===== config.mk =====
export PLATFORM = sky130hd
export DESIGN_NAME = pwm_dac_bank
export DESIGN_NICKNAME = d
export VERILOG_FILES = /design/src/pwm_dac_pkg.sv /design/src/fine_dac_core.sv /design/src/pwm_chan.sv /design/src/pwm_dac_bank.sv
export SDC_FILE = /design/constraint.sdc
export NUM_CORES = 1
export LEC_CHECK = 0
export BUFFER_PORTS_ARGS = -buffer_cell sky130_fd_sc_hd__buf_4
export CORE_AREA = 2 2 115 117
export CTS_CLUSTER_DIAMETER = 120
export DETAILED_ROUTE_END_ITERATION = 10
export DIE_AREA = 0 0 117 119
export PLACE_DENSITY = 0.83
export SETUP_SLACK_MARGIN = 0.02
export SLEW_MARGIN = 25
export SYNTH_ARGS = -nofsm -noshare
export SYNTH_HDL_FRONTEND = slang
export SYNTH_SLANG_ARGS = --single-unit

===== constraint.sdc =====
create_clock -name CORE_CLK -period 3.95 [get_ports CORE_CLK]
set_clock_uncertainty 0.1 [all_clocks]
set_input_delay 0.1975 -clock CORE_CLK [delete_from_list [all_inputs] [get_ports CORE_CLK]]
set_output_delay 0.1975 -clock CORE_CLK [all_outputs]
set_load 0.05 [all_outputs]

===== src/pwm_dac_pkg.sv =====
// Shared constants and carrier types for the PWM DAC bank
package pwm_dac_pkg;

    // Widths
    localparam int BYTE_W    = 8;   // Register and port width
    localparam int CNT_W     = 14;  // Shared counter width
    localparam int DUTY_W    = 6;   // Coarse channel duty width
    localparam int HALF_W    = 7;   // Major and minor halves of fine value
    localparam int NUM_CH    = 8;   // Coarse channels
    localparam int PIN_CNT   = 9;   // Coarse pins plus the fine pin

    // PWM clock is the core clock divided by four
    localparam int              PRESCALE   = 4;
    localparam logic [1:0]      PRE_LAST   = 2'(PRESCALE - 1);

    // Register offsets
    localparam logic [7:0] ADDR_FINE_LOW  = 8'hD2;
    localparam logic [7:0] ADDR_FINE_HIGH = 8'hD3;
    localparam logic [7:0] ADDR_CH_BASE   = 8'hD4;
    localparam logic [7:0] ADDR_PIN_STATE = 8'hDC;
    localparam logic [7:0] ADDR_FINE_STAT = 8'hDD;

    // Field positions
    localparam int EN_BIT      = 7;  // Enable in channel and high byte
    localparam int LOW_TOP_BIT = 7;  // Value bit seven in the low byte
    localparam int ST_PIN_BIT  = 0;  // Fine pin level in fine status
    localparam int ST_PEND_BIT = 1;  // Load pending in fine status
    localparam int ST_WAVE_BIT = 2;  // Fine waveform in fine status

    // Reset values
    localparam logic [7:0] CH_RESET        = 8'h00;
    localparam logic [7:0] FINE_LOW_RESET  = 8'h00;
    localparam logic [7:0] FINE_HIGH_RESET = 8'h00;

    // Edge delay groups, in PWM clocks
    localparam int DELAY_NONE = 0;
    localparam int DELAY_ONE  = 1;
    localparam int DELAY_TWO  = 2;
    localparam int FINE_DELAY = DELAY_TWO;

    // Coarse channel settings
    typedef struct packed {
        logic              enable;
        logic [DUTY_W-1:0] duty;
    } chan_cfg_t;

    // Fine channel settings
    typedef struct packed {
        logic             enable;
        logic [CNT_W-1:0] value;
    } fine_cfg_t;

    // Edge delay of a coarse channel by its index
    function automatic int chan_delay(input int idx);
        if (idx < 3) begin
            return DELAY_NONE;
        end
        if (idx < 6) begin
            return DELAY_ONE;
        end
        return DELAY_TWO;
    endfunction

endpackage


===== src/fine_dac_core.sv =====
// Fourteen-bit fine DAC: operative latch, compare and stretch
`timescale 1ns/100ps
module fine_dac_core #(
    parameter int DELAY = 2
) (
    input  wire logic                 clk,
    input  wire logic                 arst_n,
    input  wire logic                 step,
    input  wire logic [13:0]          count,
    input  pwm_dac_pkg::fine_cfg_t    cfg,
    input  wire logic                 hold,
    output logic                      wave
);
    import pwm_dac_pkg::*;

    if (DELAY < DELAY_NONE || DELAY > DELAY_TWO) begin : g_bad
        $error("fine_dac_core delay out of range");
    end

    // Minor value bit k stretches when upper counter half ends in 1 0..0
    function automatic logic stretch_hit(input logic [6:0] v,
                                         input logic [6:0] u);
        logic hit;
        hit = 1'b0;
        for (int k = 0; k < HALF_W; k++) begin
            if (v[k] && ((u & (7'h7F >> k)) == (7'h40 >> k))) begin
                hit = 1'b1;
            end
        end
        return hit;
    endfunction

    logic [CNT_W-1:0] latch_q;    // Operative value
    logic             stretch_q;  // One extra high clock owed
    logic [DELAY:0]   line_q;     // Output flop then delay stages
    wire              wrap7;      // Seven low counter bits at zero
    wire              match;      // Major value equals minor counter
    wire              term;       // ORed stretch terms
    wire              load;       // Copy programmed value

    assign wrap7 = (count[6:0] == 7'h00);
    assign match = (count[6:0] == latch_q[13:7]);
    assign term  = stretch_hit(latch_q[6:0], count[13:7]);
    assign load  = step && wrap7 && !hold;

    // Load at the wrap unless a low byte waits for its high byte
    always_ff @(posedge clk or negedge arst_n) begin
        if (!arst_n) begin
            latch_q <= '0;
        end else if (load) begin
            latch_q <= cfg.value;
        end
    end

    // Output flop; disabled channel stays released
    always_ff @(posedge clk or negedge arst_n) begin
        if (!arst_n) begin
            line_q    <= '1;
            stretch_q <= 1'b0;
        end else if (step) begin
            if (!cfg.enable) begin
                line_q[0] <= 1'b1;
                stretch_q <= 1'b0;
            end else if (stretch_q) begin
                line_q[0] <= wrap7;
                stretch_q <= 1'b0;
            end else if (match && term) begin
                // Hold high, also when the match falls on the wrap
                line_q[0] <= 1'b1;
                stretch_q <= 1'b1;
            end else if (match) begin
                line_q[0] <= 1'b0;
            end else if (wrap7) begin
                line_q[0] <= 1'b1;
            end
            for (int i = 1; i <= DELAY; i++) begin
                line_q[i] <= line_q[i-1];
            end
        end
    end

    assign wave = line_q[DELAY];
endmodule


===== src/pwm_chan.sv =====
// Six-bit pulse-width channel with optional edge delay
`timescale 1ns/100ps
module pwm_chan #(
    parameter int DELAY = 0
) (
    input  wire logic                 clk,
    input  wire logic                 arst_n,
    input  wire logic                 step,
    input  wire logic [5:0]           count_low,
    input  pwm_dac_pkg::chan_cfg_t    cfg,
    output logic                      raw,
    output logic                      wave
);
    import pwm_dac_pkg::*;

    // Only three delay groups exist
    if (DELAY < DELAY_NONE || DELAY > DELAY_TWO) begin : g_bad
        $error("pwm_chan delay out of range");
    end

    logic [DELAY:0] line_q;  // Output flop then delay stages
    wire            wrap;    // Six low counter bits at zero
    wire            match;   // Duty value equals counter

    assign wrap  = (count_low == 6'h00);
    assign match = (count_low == cfg.duty);

    // Match clears, wrap sets, clear wins when both meet
    always_ff @(posedge clk or negedge arst_n) begin
        if (!arst_n) begin
            line_q <= '1;
        end else if (step) begin
            if (match) begin
                line_q[0] <= 1'b0;
            end else if (wrap) begin
                line_q[0] <= 1'b1;
            end
            for (int i = 1; i <= DELAY; i++) begin
                line_q[i] <= line_q[i-1];
            end
        end
    end

    assign raw  = line_q[0];
    assign wave = line_q[DELAY];

endmodule


===== src/pwm_dac_bank.sv =====
// Eight coarse PWM DAC channels and one fine DAC on a shared counter
//
// Design decision made here: the address-and-strobe port.
`timescale 1ns/100ps

module pwm_dac_bank #(
    parameter int NUM_CH = 8
) (
    input  wire logic                              CORE_CLK,
    input  wire logic                              ARST_N,
    input  wire logic [pwm_dac_pkg::BYTE_W-1:0]    ADDR,
    input  wire logic [pwm_dac_pkg::BYTE_W-1:0]    WR_DATA,
    input  wire logic                              WR_EN,
    input  wire logic                              RD_EN,
    output logic      [pwm_dac_pkg::BYTE_W-1:0]    RD_DATA,
    input  wire logic [pwm_dac_pkg::NUM_CH-1:0]    PORT_LATCH,
    input  wire logic                              FINE_PORT_LATCH,
    input  wire logic [pwm_dac_pkg::NUM_CH-1:0]    CH_PIN_IN,
    output logic      [pwm_dac_pkg::NUM_CH-1:0]    CH_PIN_OUT,
    output logic      [pwm_dac_pkg::NUM_CH-1:0]    CH_PIN_OE,
    input  wire logic                              FINE_PIN_IN,
    output logic                                   FINE_PIN_OUT,
    output logic                                   FINE_PIN_OE
);
    import pwm_dac_pkg::*;

    // Register map and pin widths are fixed at eight channels
    if (NUM_CH != pwm_dac_pkg::NUM_CH) begin : g_bad
        $error("pwm_dac_bank supports exactly eight channels");
    end

    // Prescaler and shared counter
    logic [1:0]       pre_q;     // Core clock divider
    logic [CNT_W-1:0] cnt_q;     // Shared counter
    logic             step_q;    // One pulse after each count
    wire              tick;      // Last core clock of a PWM clock

    // Register storage
    chan_cfg_t        ch_cfg_q [NUM_CH];  // Coarse channel settings
    logic [7:0]       low_q;              // Low byte as written
    logic             fine_en_q;          // Fine enable
    logic [5:0]       high_val_q;         // Top six value bits
    logic             pend_q;             // Low byte awaits high byte
    fine_cfg_t        fine_cfg;           // Programmed fine settings
    logic [CNT_W-1:0] fine_value;         // Unscrambled fourteen bits

    // Pin input synchroniser
    logic [PIN_CNT-1:0] pin_s1_q;   // First stage
    logic [PIN_CNT-1:0] pin_s2_q;   // Second stage
    logic [PIN_CNT-1:0] pin_s3_q;   // Third stage
    logic [PIN_CNT-1:0] pin_lvl_q;  // Accepted level
    wire  [PIN_CNT-1:0] pin_raw;    // Pins gathered

    // Waveforms and pin drive
    logic [NUM_CH-1:0] ch_raw;      // Undelayed coarse flops
    logic [NUM_CH-1:0] ch_wave;     // Delayed coarse outputs
    logic              fine_wave;   // Delayed fine output
    wire  [NUM_CH-1:0] ch_pull;     // Coarse pins pulled low
    wire               fine_pull;   // Fine pin pulled low

    // Bus decode
    wire               wr_low;      // Write to low byte
    wire               wr_high;     // Write to high byte
    wire  [NUM_CH-1:0] wr_ch;       // Write to a channel register
    wire  [7:0]        ch_off;      // Offset into channel block
    wire               ch_hit;      // Address inside channel block
    wire  [7:0]        ch_rd;       // Selected channel read value
    wire  [7:0]        high_rd;     // High byte read value
    wire  [7:0]        stat_rd;     // Fine status read value
    wire  [7:0]        rd_d;        // Read data next

    // Divide the core clock by four
    assign tick = (pre_q == PRE_LAST);

    // Prescaler, shared counter and step pulse
    always_ff @(posedge CORE_CLK or negedge ARST_N) begin
        if (!ARST_N) begin
            pre_q  <= 2'h0;
            cnt_q  <= '0;
            step_q <= 1'b0;
        end else begin
            pre_q  <= pre_q + 2'h1;
            step_q <= tick;
            if (tick) begin
                cnt_q <= cnt_q + 14'h0001;
            end
        end
    end

    // Write decode for fine bytes and each channel register
    assign wr_low  = WR_EN && (ADDR == ADDR_FINE_LOW);
    assign wr_high = WR_EN && (ADDR == ADDR_FINE_HIGH);
    for (genvar i = 0; i < NUM_CH; i++) begin : g_wdec
        assign wr_ch[i] = WR_EN && (ADDR == ADDR_CH_BASE + 8'(i));
    end

    // Channel registers; enables clear at reset
    always_ff @(posedge CORE_CLK or negedge ARST_N) begin
        if (!ARST_N) begin
            for (int i = 0; i < NUM_CH; i++) begin
                ch_cfg_q[i] <= chan_cfg_t'(CH_RESET[6:0]);
            end
        end else begin
            for (int i = 0; i < NUM_CH; i++) begin
                if (wr_ch[i]) begin
                    ch_cfg_q[i].enable <= WR_DATA[EN_BIT];
                    ch_cfg_q[i].duty   <= WR_DATA[5:0];
                end
            end
        end
    end

    // Fine bytes and split-write tracking
    always_ff @(posedge CORE_CLK or negedge ARST_N) begin
        if (!ARST_N) begin
            low_q      <= FINE_LOW_RESET;
            fine_en_q  <= FINE_HIGH_RESET[EN_BIT];
            high_val_q <= FINE_HIGH_RESET[5:0];
            pend_q     <= 1'b0;
        end else begin
            if (wr_low) begin
                low_q  <= WR_DATA;
                pend_q <= 1'b1;
            end
            if (wr_high) begin
                fine_en_q  <= WR_DATA[EN_BIT];
                high_val_q <= WR_DATA[5:0];
                pend_q     <= 1'b0;
            end
        end
    end

    // Low byte holds bit seven on top, bits zero to six reversed
    assign fine_value[CNT_W-1:8]  = high_val_q;
    assign fine_value[LOW_TOP_BIT] = low_q[LOW_TOP_BIT];
    for (genvar k = 0; k < HALF_W; k++) begin : g_swz
        assign fine_value[k] = low_q[6-k];
    end
    // Value passes straight through; no inversion path exists
    assign fine_cfg.value  = fine_value;
    assign fine_cfg.enable = fine_en_q;

    // Coarse channels in three delay groups
    for (genvar i = 0; i < NUM_CH; i++) begin : g_ch
        pwm_chan #(
            .DELAY (chan_delay(i))
        ) u_chan (
            .clk       (CORE_CLK),
            .arst_n    (ARST_N),
            .step      (step_q),
            .count_low (cnt_q[DUTY_W-1:0]),
            .cfg       (ch_cfg_q[i]),
            .raw       (ch_raw[i]),
            .wave      (ch_wave[i])
        );
    end

    // Fine channel in the two-clock group
    fine_dac_core #(
        .DELAY (FINE_DELAY)
    ) u_fine (
        .clk    (CORE_CLK),
        .arst_n (ARST_N),
        .step   (step_q),
        .count  (cnt_q),
        .cfg    (fine_cfg),
        .hold   (pend_q),
        .wave   (fine_wave)
    );

    // Pin ownership and wired-AND of the fine pin
    for (genvar i = 0; i < NUM_CH; i++) begin : g_own
        assign ch_pull[i] = ch_cfg_q[i].enable ? !ch_wave[i]
                                               : !PORT_LATCH[i];
    end
    assign fine_pull = !FINE_PORT_LATCH || !fine_wave;

    // Open-drain drive: output low, enable while pulling
    always_ff @(posedge CORE_CLK or negedge ARST_N) begin
        if (!ARST_N) begin
            CH_PIN_OUT   <= '0;
            CH_PIN_OE    <= '0;
            FINE_PIN_OUT <= 1'b0;
            FINE_PIN_OE  <= 1'b0;
        end else begin
            CH_PIN_OUT   <= '0;
            CH_PIN_OE    <= ch_pull;
            FINE_PIN_OUT <= 1'b0;
            FINE_PIN_OE  <= fine_pull;
        end
    end

    // Pin levels settle once the second and third stages agree
    assign pin_raw = {FINE_PIN_IN, CH_PIN_IN};
    always_ff @(posedge CORE_CLK or negedge ARST_N) begin
        if (!ARST_N) begin
            pin_s1_q  <= '1;
            pin_s2_q  <= '1;
            pin_s3_q  <= '1;
            pin_lvl_q <= '1;
        end else begin
            pin_s1_q  <= pin_raw;
            pin_s2_q  <= pin_s1_q;
            pin_s3_q  <= pin_s2_q;
            pin_lvl_q <= (pin_s2_q & pin_s3_q)
                       | ((pin_s2_q ^ pin_s3_q) & pin_lvl_q);
        end
    end

    // Read decode; reserved bits read zero
    assign ch_off  = ADDR - ADDR_CH_BASE;
    assign ch_hit  = (ADDR >= ADDR_CH_BASE) && (ch_off < 8'(NUM_CH));
    assign ch_rd   = {ch_cfg_q[ch_off[2:0]].enable, 1'b0,
                      ch_cfg_q[ch_off[2:0]].duty};
    assign high_rd = {fine_en_q, 1'b0, high_val_q};
    assign stat_rd = {5'h00, fine_wave, pend_q,
                      pin_lvl_q[PIN_CNT-1]};
    assign rd_d    = (ADDR == ADDR_FINE_LOW)  ? low_q :
                     (ADDR == ADDR_FINE_HIGH) ? high_rd :
                     ch_hit                   ? ch_rd :
                     (ADDR == ADDR_PIN_STATE) ? pin_lvl_q[NUM_CH-1:0] :
                     (ADDR == ADDR_FINE_STAT) ? stat_rd :
                                                8'h00;

    // Read data stands in the cycle after the strobe only
    always_ff @(posedge CORE_CLK or negedge ARST_N) begin
        if (!ARST_N) begin
            RD_DATA <= 8'h00;
        end else begin
            RD_DATA <= RD_EN ? rd_d : 8'h00;
        end
    end
endmodule


## After elaboration in Yosys (flattened, before gate mapping)

Index checks and enable logic that the tools add are counted.

- Register bits: 175
- Bits of input ports: 38
- Output and inout port bits: 26
- Word-level logic and storage cells: 191

- $add $sub $neg: 3
- Order comparisons: 3
- Equality and inequality tests: 29
- Mux-type cells: 43
- Bitwise gates (word level): 5
- Reductions and logical operators: 61

Operators by type and width:

| kind | count |
|---|---|
| 8-bit equality test, second input constant | 12 |
| 6-bit equality test | 8 |
| 8-bit two-way mux | 5 |
| 1-bit two-way mux | 34 |
| 7-bit binary-select mux with 3-bit select | 1 |
| 1-bit logical AND | 21 |
| 1-bit zero test | 19 |
| 9-bit AND | 2 |
| 2-bit AND reduction | 9 |
| 2-bit nonzero test | 9 |
| 14-bit by 1-bit adder with 14-bit output, second input constant | 1 |
| 7-bit two-way mux | 2 |
| 9-bit bitwise OR | 1 |
| 9-bit bitwise XOR | 1 |
| 8-bit >= comparator, second input constant | 1 |
| 8-bit by 4-bit less-than comparator with 1-bit output, second input constant | 1 |
| 8-bit subtractor, second input constant | 1 |
| 7-bit equality test | 1 |
| 7-bit equality test, second input constant | 1 |
| 7-bit zero test | 1 |
| 6-bit equality test, second input constant | 1 |
| 6-bit zero test | 1 |
| 5-bit equality test, second input constant | 1 |
| 5-bit by 1-bit inequality test with 1-bit output, second input constant | 1 |
| other kinds (8) | 9 |

## Longest topological paths before layout

Gate-level depths: netlist of run 1.

- Depth in word-level cells: 13
- Mapped depth: 9
- Mapped depth without buffers: 7

## Cells and area by module

Synthesis of run 1 repeated with hierarchy kept, for this count alone.

- Cell total of the unflattened synthesis: 606
- Area, all modules: 8391.8 um2

Modules (own cells, without submodules):

| module | instances | cells an instance | area each (um2) | sequential area each (um2) |
|---|---|---|---|---|
| pwm_dac_bank | 1 | 418 | 6195.9 | 3598.5 |
| fine_dac_core | 1 | 67 | 939.7 | 454.2 |
| pwm_chan (g_ch[3].u_chan ...) | 3 | 15 | 158.9 | 52.6 |
| pwm_chan (g_ch[6].u_chan ...) | 2 | 17 | 196.4 | 78.8 |
| pwm_chan (g_ch[0].u_chan ...) | 3 | 14 | 128.9 | 26.3 |

## Least setup slack after synthesis of run 1

OpenSTA, ideal clock, no wires.

- Path kind: input port to flip-flop
- Start point: input port ADDR[2] in the netlist's numbering
- End point: register RD_DATA[5] in the netlist's numbering
- Library setup time: 0.082 ns
- Data arrival time: 1.819 ns
- Data required time: 3.768 ns
- Slack: 1.948 ns
- Cell stages on the path: 8
- Path buffers: 2
- Cells stage by stage: buf_6 buf_2 inv_1 ha_1 nor4b_4 o2111ai_4 mux2_1 o22ai_1

- Word-level cells in the longest chain between the ends: 9
- Elaborated cells between the ends (all ways): 16
- Classes of those cells: add/sub (1); order compare (2); eq/ne (3); mux (8); bitwise (1); reduce/logical (1)

Ends and longest elaborated chain:

| element | RTL line | RTL |
|---|---|---|
| from (decl) | pwm_dac_bank.sv:11 | `input wire logic [pwm_dac_pkg::BYTE_W-1:0] ADDR,` |
| branches (longest 7 deep; another with 8-bit subtractor) | - |  |
| 8-bit two-way mux (*) | pwm_dac_bank.sv:218 | `assign rd_d = (ADDR == ADDR_FINE_LOW) ? low_q :` |
| 8-bit two-way mux (*) | pwm_dac_bank.sv:230 | `RD_DATA <= RD_EN ? rd_d : 8'h00;` |
| to (signal assigned) | pwm_dac_bank.sv:230 |  |
| to (decl) | pwm_dac_bank.sv:15 | `output logic [pwm_dac_pkg::BYTE_W-1:0] RD_DATA,` |

Every way passes the cells marked *. The select of a mux whose other input is x is not followed.
A chain may end at the register's enable or synchronous reset.

## Final worst setup path of run 1

- Start point: register cnt_q[3]
- End point: register u_fine.latch_q[1]

- Word-level cells in the longest chain between the ends: 3

Ends and longest elaborated chain:

| element | RTL line | RTL |
|---|---|---|
| from (decl) | pwm_dac_bank.sv:34 | `logic [CNT_W-1:0] cnt_q;` |
| from (signal assigned) | pwm_dac_bank.sv:85 | `cnt_q <= cnt_q + 14'h0001;` |
| 7-bit zero test | fine_dac_core.sv:41 | `assign wrap7 = (count[6:0] == 7'h00);` |
| 1-bit logical AND (2 in a row) | fine_dac_core.sv:44 | `assign load = step && wrap7 && !hold;` |
| to (signal assigned) | fine_dac_core.sv:51 | `latch_q <= cfg.value;` |
| to (decl) | fine_dac_core.sv:33 | `logic [CNT_W-1:0] latch_q;` |

No other way between the ends.

==> results.cfg, run 1 <==
[floorplanning]
die-area_um2 = 13920
die_x_um = 117
die_h_um = 119
rows = 42
initial_core_util = 0.6216
io_pins = 64
coreArea_um2 = 12870

[detailed_routing]
vias_per_cell = 5.752
wl_um = 17560
drtIter0Drc = 332
vias = 4843
dr.pass1.iters = 5
routedWlPerCell_um = 20.85
drc = 0
drtAntennaViolNets = 0

[worst_setup_path]
worstSetupEndpointType = flip-flop
reg2regPathDepth = 5
required_ns = 4.17
reg2reg_to = u_fine.latch_q[1]
arrival_ns = 2.47
crit_type = reg -> reg
r2r_start = cnt_q[3]
r2r_slack_ns = 1.70
cp_max_fo = 14
setup.worst_path.start_class = flip-flop

[clock_network]
clk_pin_slew_ns = 0.07
cts_root_buf = clkbuf_16
cts.sinks = 175
clock_tree.buffer_depth = 2
cts_tree = built
numCtsBuffers = 17
htreeDepth = 4
clock_latency_ns = 0.44

[hold_path]
hold_depth = 2
hold_class = in -> reg
whs_endpoint = ch_cfg_q[39]
worst_hold_startpoint = WR_DATA[4]

[place]
hpwl_um = 12040
place_congestion = 0.9995
io_buffers = 54

[sta]
worst_pin_slew_ns = 0.8673
slew_headroom = 0.4218
setup-tns-final_ns = 0
rsz0062_at_grt = false
period_share = 0.5689
max_clock_freq_mhz = 445.0
finalSetupViolCount = 0
hold_viol = 0
post-route-min-period_ns = 2.247
drv_slew = 0

[status]
outcome = completed

[layout]
utilization = 0.7215
layout-drive-gt1-share = 0.3859
final_nets = 708
antennaDiodeCount = 0
fillCellCount = 900
area_growth_syn_to_layout_pct = 16.07

[global_routing]
grt_usage = 0.2775
grt_pass1_vias = 5187
overflow = 0
grt_pass1_wl_um = 28100
antenna_found_initial = 1
grt_max_degree = 114

[yosys]
synth_ff_type = dfrtp_1
synthCells = 584
syn_area_um2 = 8003
ys_ff_latch = 175
synth_most_common_cell = dfrtp_1
ys_types = 48
yosysWarnings = 0
synth_top_area_frac = 0.3784
async_flop_share = 1.000
yosys.area.top_type = dfrtp_1
synth_commonest_cells = dfrtp_1 (121), mux2_2 (100), dfstp_2 (54)
ys_seq_area_frac = 0.5557
synth_edf_count = 0
ys_top_cells_by_area = dfrtp_1 (38%), dfstp_2 (18%), mux2_2 (14%), xnor2_1 (3.9%), xor2_1 (3.5%)
avgSynthCellArea_um2 = 13.70

[power]
powerDensity_nw_per_um2 = 417.4
power.leakage_nw = 4.432
peakVddDrop_v = 0.0003587

[flow_run]
cap_violations = 0
cells by family (layout without fill, tap and decap cells):
family	Yosys count	count (layout)	share of synthesized area
flops	175	175	0.5557
fa+ha+maj	17	17	0.02658
xor+xnor	68	68	0.07442
simple gates	95	95	0.06192
mux	137	137	0.2100
buf+inv	47	121	0.03018
compound gates	44	44	0.04081
other cells	1	9	0.0004686
power by group:
| group | switching [mW] | internal (mW) | total [mW] |
|---|---|---|---|
| Clock | 0.677 | 0.980 | 1.66 |
| Combinational | 0.163 | 0.129 | 0.292 |
| Sequential | 0.0500 | 1.88 | 1.93 |
| Total | 0.890 | 2.99 | 3.88 |
timing repair:
| item | 4_1_cts | 5_1_grt |
|---|---|---|
| hold buffers | 23 | 0 |
| hold endpoints to repair | 139 | 0 |
| gates resized for setup | 0 | 0 |
| setup buffers | 0 | 0 |
per-stage QoR:
stage	setup WS (ns)	instances	instance area, um2	power [mW]	hold WS, ns
finish	1.703	842	9289	3.877	0.01063
global route	1.516	842	9289	4.014	0.02134
CTS	1.736	842	9286	3.909	0.005856
detailed placement	1.752	787	8473	2.231	0.2070
global placement	1.835	787	8473	2.220	0.2059
floorplan	1.948	592	8033	2.113	-0.1981
cells in the final DEF (no fill, tap or decap), types with 2 or more instances in the layout:
cell and count:
dfrtp_1 121, mux2_2 100, buf_4 55, dfstp_2 54, xnor2_1 36, nand2_1 33, xor2_1 32, dlygate4sd3_1 23
mux2i_1 22, ha_1 17, clkbuf_16 17, nor2_1 16, mux4_2 12, inv_1 10, nor4_1 10, a21o_1 9
conb_1 9, nand3_1 8, a41oi_1 8, and3_1 7, o21ai_0 7, a21oi_1 7, nand4_1 5, o22ai_1 4
clkbuf_8 4, and4_1 3, inv_4 3, clkbuf_1 3, nor3_1 2, a21boi_0 2, nand3b_1 2, mux4_1 2
clkinv_2 2, bufinv_16 2
routing by layer:
layer  up-vias  wire (um)  global-route usage
li1       2181          -                   -
met1      2486       7340              0.3720
met2       140       8678              0.4393
met3        36       1023             0.06158
met4         0        515              0.1140
met5         -          0                   0
sequential cells by signal (all words and copies together) (netlist names), 9 cells and up:
| name | flops |
|---|---|
| pin_s2_q | 9 |
| cnt_q | 14 |
| ch_cfg_q | 56 |
| pin_s3_q | 9 |
| g_ch.u_chan.line_q | 12 |
| pin_lvl_q | 9 |
| pin_s1_q | 9 |
| u_fine.latch_q | 14 |
worst max-delay path: stages (launching register included):
cell     delay, ns
dfrtp_1       0.61
nor4_1        0.39
nand2_1       0.15
nor2_4        0.24
nand2_2       0.28
mux2_2        0.36
how the worst max path moves through the flow:
stage / startpoint / to / slack (ns) / cells after the start
after global routing: cnt_q[3] / u_fine.latch_q[1] / 1.52 / 5
after global placement: cnt_q[3] / u_fine.latch_q[12] / 1.83 / 5
after detailed placement: cnt_q[3] / u_fine.latch_q[1] / 1.75 / 5
after floorplan: ADDR[2] / RD_DATA[5] / 1.95 / 8
after CTS: cnt_q[3] / u_fine.latch_q[1] / 1.74 / 5
final: cnt_q[3] / u_fine.latch_q[1] / 1.70 / 5
layout make-up:
| class | count | area, um2 | share of cell area |
|---|---|---|---|
| sequential | 175 | 4447 | 0.4787 |
| multi-input combinational | 370 | 3344 | 0.3600 |
| timing repair buffer | 79 | 656.9 | 0.07072 |
| clock buffer | 23 | 478.0 | 0.05145 |
| tap | 176 | 220.2 | 0.02371 |
| clock inverter | 9 | 105.1 | 0.01131 |
| inverter | 10 | 37.54 | 0.004041 |
(Power assumes the default switching activity.)
==> inputs of run 2 (changes only) <==
- CORE_AREA: 2 2 115 117 -> 2 2 119 121
- DIE_AREA: 0 0 117 119 -> 0 0 121 123
- PLACE_DENSITY: 0.83 -> 0.79
- clock period: 3.95 -> 2.1 ns (I/O delays scaled with it)
==> run 2 against run 1 <==
Compared with the run above:
- setup slack got worse by 1.4 ns
- cell area rose by 2.6%
- non-clock buffer count rose by 19
- count of clock-buffer cells in the layout fell by 5
- critical path type unchanged
- largest cell class unchanged
- largest power group unchanged
==> results.cfg, run 2 (synthesis results as in run 1) <==
[sta]
post-route-min-period_ns = 1.835
setup_slack_ns = 0.2649
worst_pin_slew_ns = 0.6520
slew_headroom = 0.5653
holdWs_ns = 0.1188
max_clock_freq_mhz = 544.9
hold_viol = 0
drv_slew = 0
period_share = 0.8739
rsz0062_at_grt = false
finalSetupViolCount = 0
setup-tns-final_ns = 0

[worst_setup_path]
cpPeakStageDelay_ns = 0.44
arrival_ns = 2.07
path_delay_family = simple AND/OR/NAND/NOR gates
cp_cell_sequence = xor2_1 > nor4_1 > nand4_1 > a31o_2 > a222oi_1
path_buf_inv = 0
setup.worst_path.start_class = flip-flop
cp_slowest_cell = dfrtp_1
crit_type = reg -> reg
worstSetupEndpointType = flip-flop
required_ns = 2.33
cp_max_fo = 6

[clock_network]
cts.sinks = 175
clock_tree.buffer_depth = 2
postCtsSetupBuffers = 0
clock_latency_ns = 0.43
htreeDepth = 4
numCtsBuffers = 17
post_cts_resized = 0
clk_pin_slew_ns = 0.06
cts_root_buf = clkbuf_16
cts_tree = built

[power]
power.leakage_nw = 4.544
pwr-share-clk = 0.449
p_int_mw = 5.902
combinationalPowerShare = 0.075
switching_share = 0.2266
power.switching_mw = 1.729
pwr-share-seq = 0.476
peakVddDrop_v = 0.0005620
fin_total_pwr_mw = 7.631
powerDensity_nw_per_um2 = 800.7

[place]
io_buffers = 54
place_congestion = 0.9512
pre_cts_ws_ns = 0.2790
dp_cells = 805
dpl-instance-area_um2 = 8608
hpwl_um = 12380

[flow_run]
cap_violations = 0

[floorplanning]
rows = 43
die-area_um2 = 14880
die_x_um = 121
initial_core_util = 0.5879
die_h_um = 123
io_pins = 64
coreArea_um2 = 13610

[layout]
largest_reg_flops = 56
layout.cells.non_filler = 865
largestRegisters = ch_cfg_q x56, cnt_q x14, u_fine.latch_q x14
utilization = 0.7002
area_growth_syn_to_layout_pct = 19.09
final_nets = 727
regArea_um2 = 4447
final_area_um2 = 9530
layout_commonest_cell = dfrtp_1
fillCellCount = 884
layout-drive-gt1-share = 0.3985
regMostFlops = ch_cfg_q
layout_common_cells = dfrtp_1 (121), mux2_2 (100), buf_4 (67)
multi_input_area_um2 = 3344
antennaDiodeCount = 0

[global_routing]
overflow = 0
grt_max_degree = 65
antenna_found_initial = 0
grt_pass1_wl_um = 28540
grt_pass1_vias = 5276
grt_usage = 0.2595

[detailed_routing]
wl_um = 18190
drc = 0
vias = 4999
drtAntennaViolNets = 0
dr.pass1.iters = 4
routedWlPerCell_um = 21.03
drtIter0Drc = 426
vias_per_cell = 5.779

[hold_path]
hold_class = in -> reg

[status]
outcome = completed
-- run 2: changes by cell type in the layout (fill, tap and decap cells not counted), sizes merged --
cell         previous run  this run
buf                    55        70
clkbuf                 24        18
dlygate4sd3            23        28
bufinv                  2         5
clkinvlp                1         4
inv                    13        12
-- run 2: layer usage --
layer,wire length [um],share of wire,global-route usage,up-vias
li1,-,-,-,2229
met1,7722,0.42,0.3466,2575
met2,9082,0.50,0.4213,166
met3,956,0.053,0.05766,29
met4,429,0.024,0.09448,0
met5,0,0,0,-
-- run 2: final timing paths --
kind | slack, ns | from | cells after the start | to
worst min-delay path | 0.12 | ADDR[0] | 3 | RD_DATA[5]
min in group asynchronous | 0.13 | ARST_N | 2 | u_fine.latch_q[0]
worst max-delay path | 0.26 | cnt_q[6] | 5 | u_fine.line_q[0]
worst min register to register | 0.26 | pin_s1_q[5] | 0 | pin_s2_q[5]
worst max register to register | 0.26 | cnt_q[6] | 5 | u_fine.line_q[0]
max in group asynchronous | 0.99 | ARST_N | 3 | g_ch[6].u_chan.line_q[0]
-- run 2: final cells by class --
type,instances,share of cell area
clock buffer,18,0.04503
clock inverter,14,0.02232
inverter,10,0.003939
multi-input combinational,370,0.3509
sequential,175,0.4666
tap,180,0.02363
timing repair buffer,98,0.08757
-- run 2: worst register-to-register path, cell delays in order, from the launching register on --
cell	delay [ns]
dfrtp_1	0.44
xor2_1	0.19
nor4_1	0.31
nand4_1	0.21
a31o_2	0.27
a222oi_1	0.21
-- run 2: power by group through the flow --
stage	registers (mW)	clock network [mW]	logic (mW)
global route	3.64	3.61	0.619
detailed placement	3.69	0	0.527
global placement	3.68	0	0.508
floorplan	3.68	0	0.292
CTS	3.63	3.46	0.576
finish	3.63	3.43	0.573
-- run 2: what timing repair did --
action                                  in CTS  in global routing
hold buffers                                28                  0
hold endpoints to repair                   156                  0
endpoints found under the setup margin       0                  0
==> inputs of run 3 (changes only) <==
- CORE_AREA: 2 2 119 121 -> 2 2 122 124
- DIE_AREA: 0 0 121 123 -> 0 0 124 126
- PLACE_DENSITY: 0.79 -> 0.78
- SYNTH_HIERARCHICAL: not set -> 1
==> run 3 against run 2 <==
Compared with the run above:
- register-to-register slack worse by 0.17 ns
- combinational power up 3%
- die area up 5.0%
- clock power decreased by 2%
- via count rose by 5.7%
- highest routed layer unchanged
- largest cell class unchanged
- maximum frequency fell by 8.3%
- global-route usage fell by 0.16 points
- final cell count rose by 3.0%
- non-clock buffer count is 2 lower
- core utilization down 0.84 points
==> results.cfg, run 3 <==
[sta]
worst_pin_slew_ns = 0.5703
holdWs_ns = 0.07742
rsz0062_at_grt = false
period_share = 0.9528
setup_slack_ns = 0.09920
finalSetupViolCount = 0
slew_headroom = 0.6163
hold_viol = 0
drv_slew = 0
post-route-min-period_ns = 2.001
max_clock_freq_mhz = 499.8

[layout]
layout_common_cells = dfrtp_1 (119), mux2_2 (92), buf_4 (62)
antennaDiodeCount = 0
largest_reg_flops = 56
multi_input_area_um2 = 3707
regMostFlops = ch_cfg_q
regArea_um2 = 4449
fillCellCount = 967
layout_commonest_cell = dfrtp_1
largestRegisters = ch_cfg_q x56, cnt_q x14, u_fine/latch_q x14
final_area_um2 = 9902
layout.cells.non_filler = 891
final_nets = 748
layout-drive-gt1-share = 0.3989
area_growth_syn_to_layout_pct = 18.00

[power]
switching_share = 0.2177
pwr-share-clk = 0.442
pwr-share-seq = 0.480
p_int_mw = 5.922
fin_total_pwr_mw = 7.569
power.switching_mw = 1.648
power.leakage_nw = 4.809
combinationalPowerShare = 0.078
powerDensity_nw_per_um2 = 764.4
peakVddDrop_v = 0.0005939

[detailed_routing]
drtIter0Drc = 553
routedWlPerCell_um = 20.81
vias_per_cell = 5.930
wl_um = 18540
drtAntennaViolNets = 0
dr.pass1.iters = 5
vias = 5284
drc = 0

[status]
outcome = completed

[worst_setup_path]
arrival_ns = 2.23
cp_cell_sequence = buf_4 > xor2_1 > nor4_1 > a211oi_1 > a211oi_1
crit_type = reg -> reg
cp_slowest_cell = nor4_1
cpPeakStageDelay_ns = 0.54
setup.worst_path.start_class = flip-flop
worstSetupEndpointType = flip-flop
crit_top_cell = a211oi_1
cp_max_fo = 20
required_ns = 2.33

[floorplanning]
rows = 44
io_pins = 64
die-area_um2 = 15620
initial_core_util = 0.5863
die_x_um = 124
die_h_um = 126
coreArea_um2 = 14310

[yosys]
yosysWarnings = 6
synth_edf_count = 0
syn_area_um2 = 8392
synth_ff_type = dfrtp_1
avgSynthCellArea_um2 = 13.85
async_flop_share = 1.000
synth_most_common_cell = dfrtp_1
yosys.area.top_type = dfrtp_1
synthCells = 606
ys_ff_latch = 175
synth_commonest_cells = dfrtp_1 (121), mux2_2 (92), dfstp_2 (54)
synth_top_area_frac = 0.3608
ys_types = 63
ys_top_cells_by_area = dfrtp_1 (36%), dfstp_2 (17%), mux2_2 (12%), xor2_1 (5.1%), mux4_1 (3.1%)
ys_seq_area_frac = 0.5299

[clock_network]
cts_tree = built
cts_root_buf = clkbuf_16
clock_latency_ns = 0.43
cts.sinks = 175
numCtsBuffers = 17
clock_tree.buffer_depth = 2
post_cts_resized = 0
clk_pin_slew_ns = 0.06
htreeDepth = 4

[place]
io_buffers = 54
dp_cells = 830
place_congestion = 0.8572
hpwl_um = 12300
pre_cts_ws_ns = 0.08617
dpl-instance-area_um2 = 8974

[flow_run]
cap_violations = 0

[hold_path]
hold_class = in -> reg

[global_routing]
grt_max_degree = 54
grt_pass1_wl_um = 30400
antenna_found_initial = 0
grt_pass1_vias = 5648
overflow = 0
grt_usage = 0.2579
==> run 3: power groups by stage <==
stage / clock network [mW] / registers [mW] / logic (mW)
after floorplan: 0 / 3.69 / 0.319
after global placement: 0 / 3.68 / 0.537
after detailed placement: 0 / 3.69 / 0.552
after CTS: 3.40 / 3.63 / 0.600
after global routing: 3.59 / 3.65 / 0.650
final: 3.35 / 3.63 / 0.593
==> run 3: what timing repair did <==
item / in CTS / in global routing
hold buffers: 28 / 0
setup endpoints to repair: 0 / 13
endpoints found under the hold margin: 227 / 0
setup buffers: 0 / 1
==> run 3: final timing paths <==
kind | slack (ns) | cells after the start | endpoint | from
setup / recovery | 0.1 | 5 | u_fine/line_q[0] | cnt_q[2]
hold / removal | 0.08 | 3 | pend_q | WR_EN
setup reg to reg | 0.1 | 5 | u_fine/line_q[0] | cnt_q[2]
hold reg to reg | 0.26 | 0 | pin_s2_q[8] | pin_s1_q[8]
max in group asynchronous | 1.09 | 3 | g_ch[7].u_chan/line_q[2] | ARST_N
min in group asynchronous | 0.09 | 2 | cnt_q[13] | ARST_N
==> run 3: worst max-delay path, delay by kind of cell, from the launching register on <==
kind                      cells  cell delay [ns]
xor gates and xnor gates      1             0.18
and+or+nand+nor               1             0.54
buffers and inverters         1             0.24
AOI/OAI and AO/OA             2             0.45
DFF                           1             0.40
==> run 3: routing by layer <==
metal,vias up,part of all wire,routed length (um),GRT usage
met4,0,0.021,393,0.08063
met2,167,0.48,8844,0.3950
li1,2370,-,-,-
met3,37,0.054,1007,0.06567
met1,2710,0.45,8298,0.3641
met5,-,0,0,0
==> run 3: layout make-up <==
type,instances,share of cell area
multi-input cells,396,0.3744
clock inverters,5,0.01264
flip-flops and latches,175,0.4493
well taps,184,0.02325
repair buffers,96,0.08656
inverters,8,0.003033
clock buffers,27,0.05080
==> run 3: stage by stage <==
step / TNS, ns / util
2_1_floorplan: -0.7548 / -
3_3_place_gp: 0 / 0.6269
3_5_place_dp: 0 / 0.6269
4_1_cts: 0 / 0.6904
5_1_grt: 0 / 0.6918
6_report: 0 / 0.6918
==> run 3: kinds of logic after synthesis <==
logic type | count (synthesis) | synth area share
AO/OA/AOI/OAI | 58 | 0.05040
XOR/XNOR | 68 | 0.07097
adder cells (fa/ha/maj) | 16 | 0.02386
buffers and inverters | 43 | 0.03191
flip-flops | 175 | 0.5299
multiplexers | 131 | 0.2013
other | 1 | 0.0004469
AND/OR/NAND/NOR | 114 | 0.09125
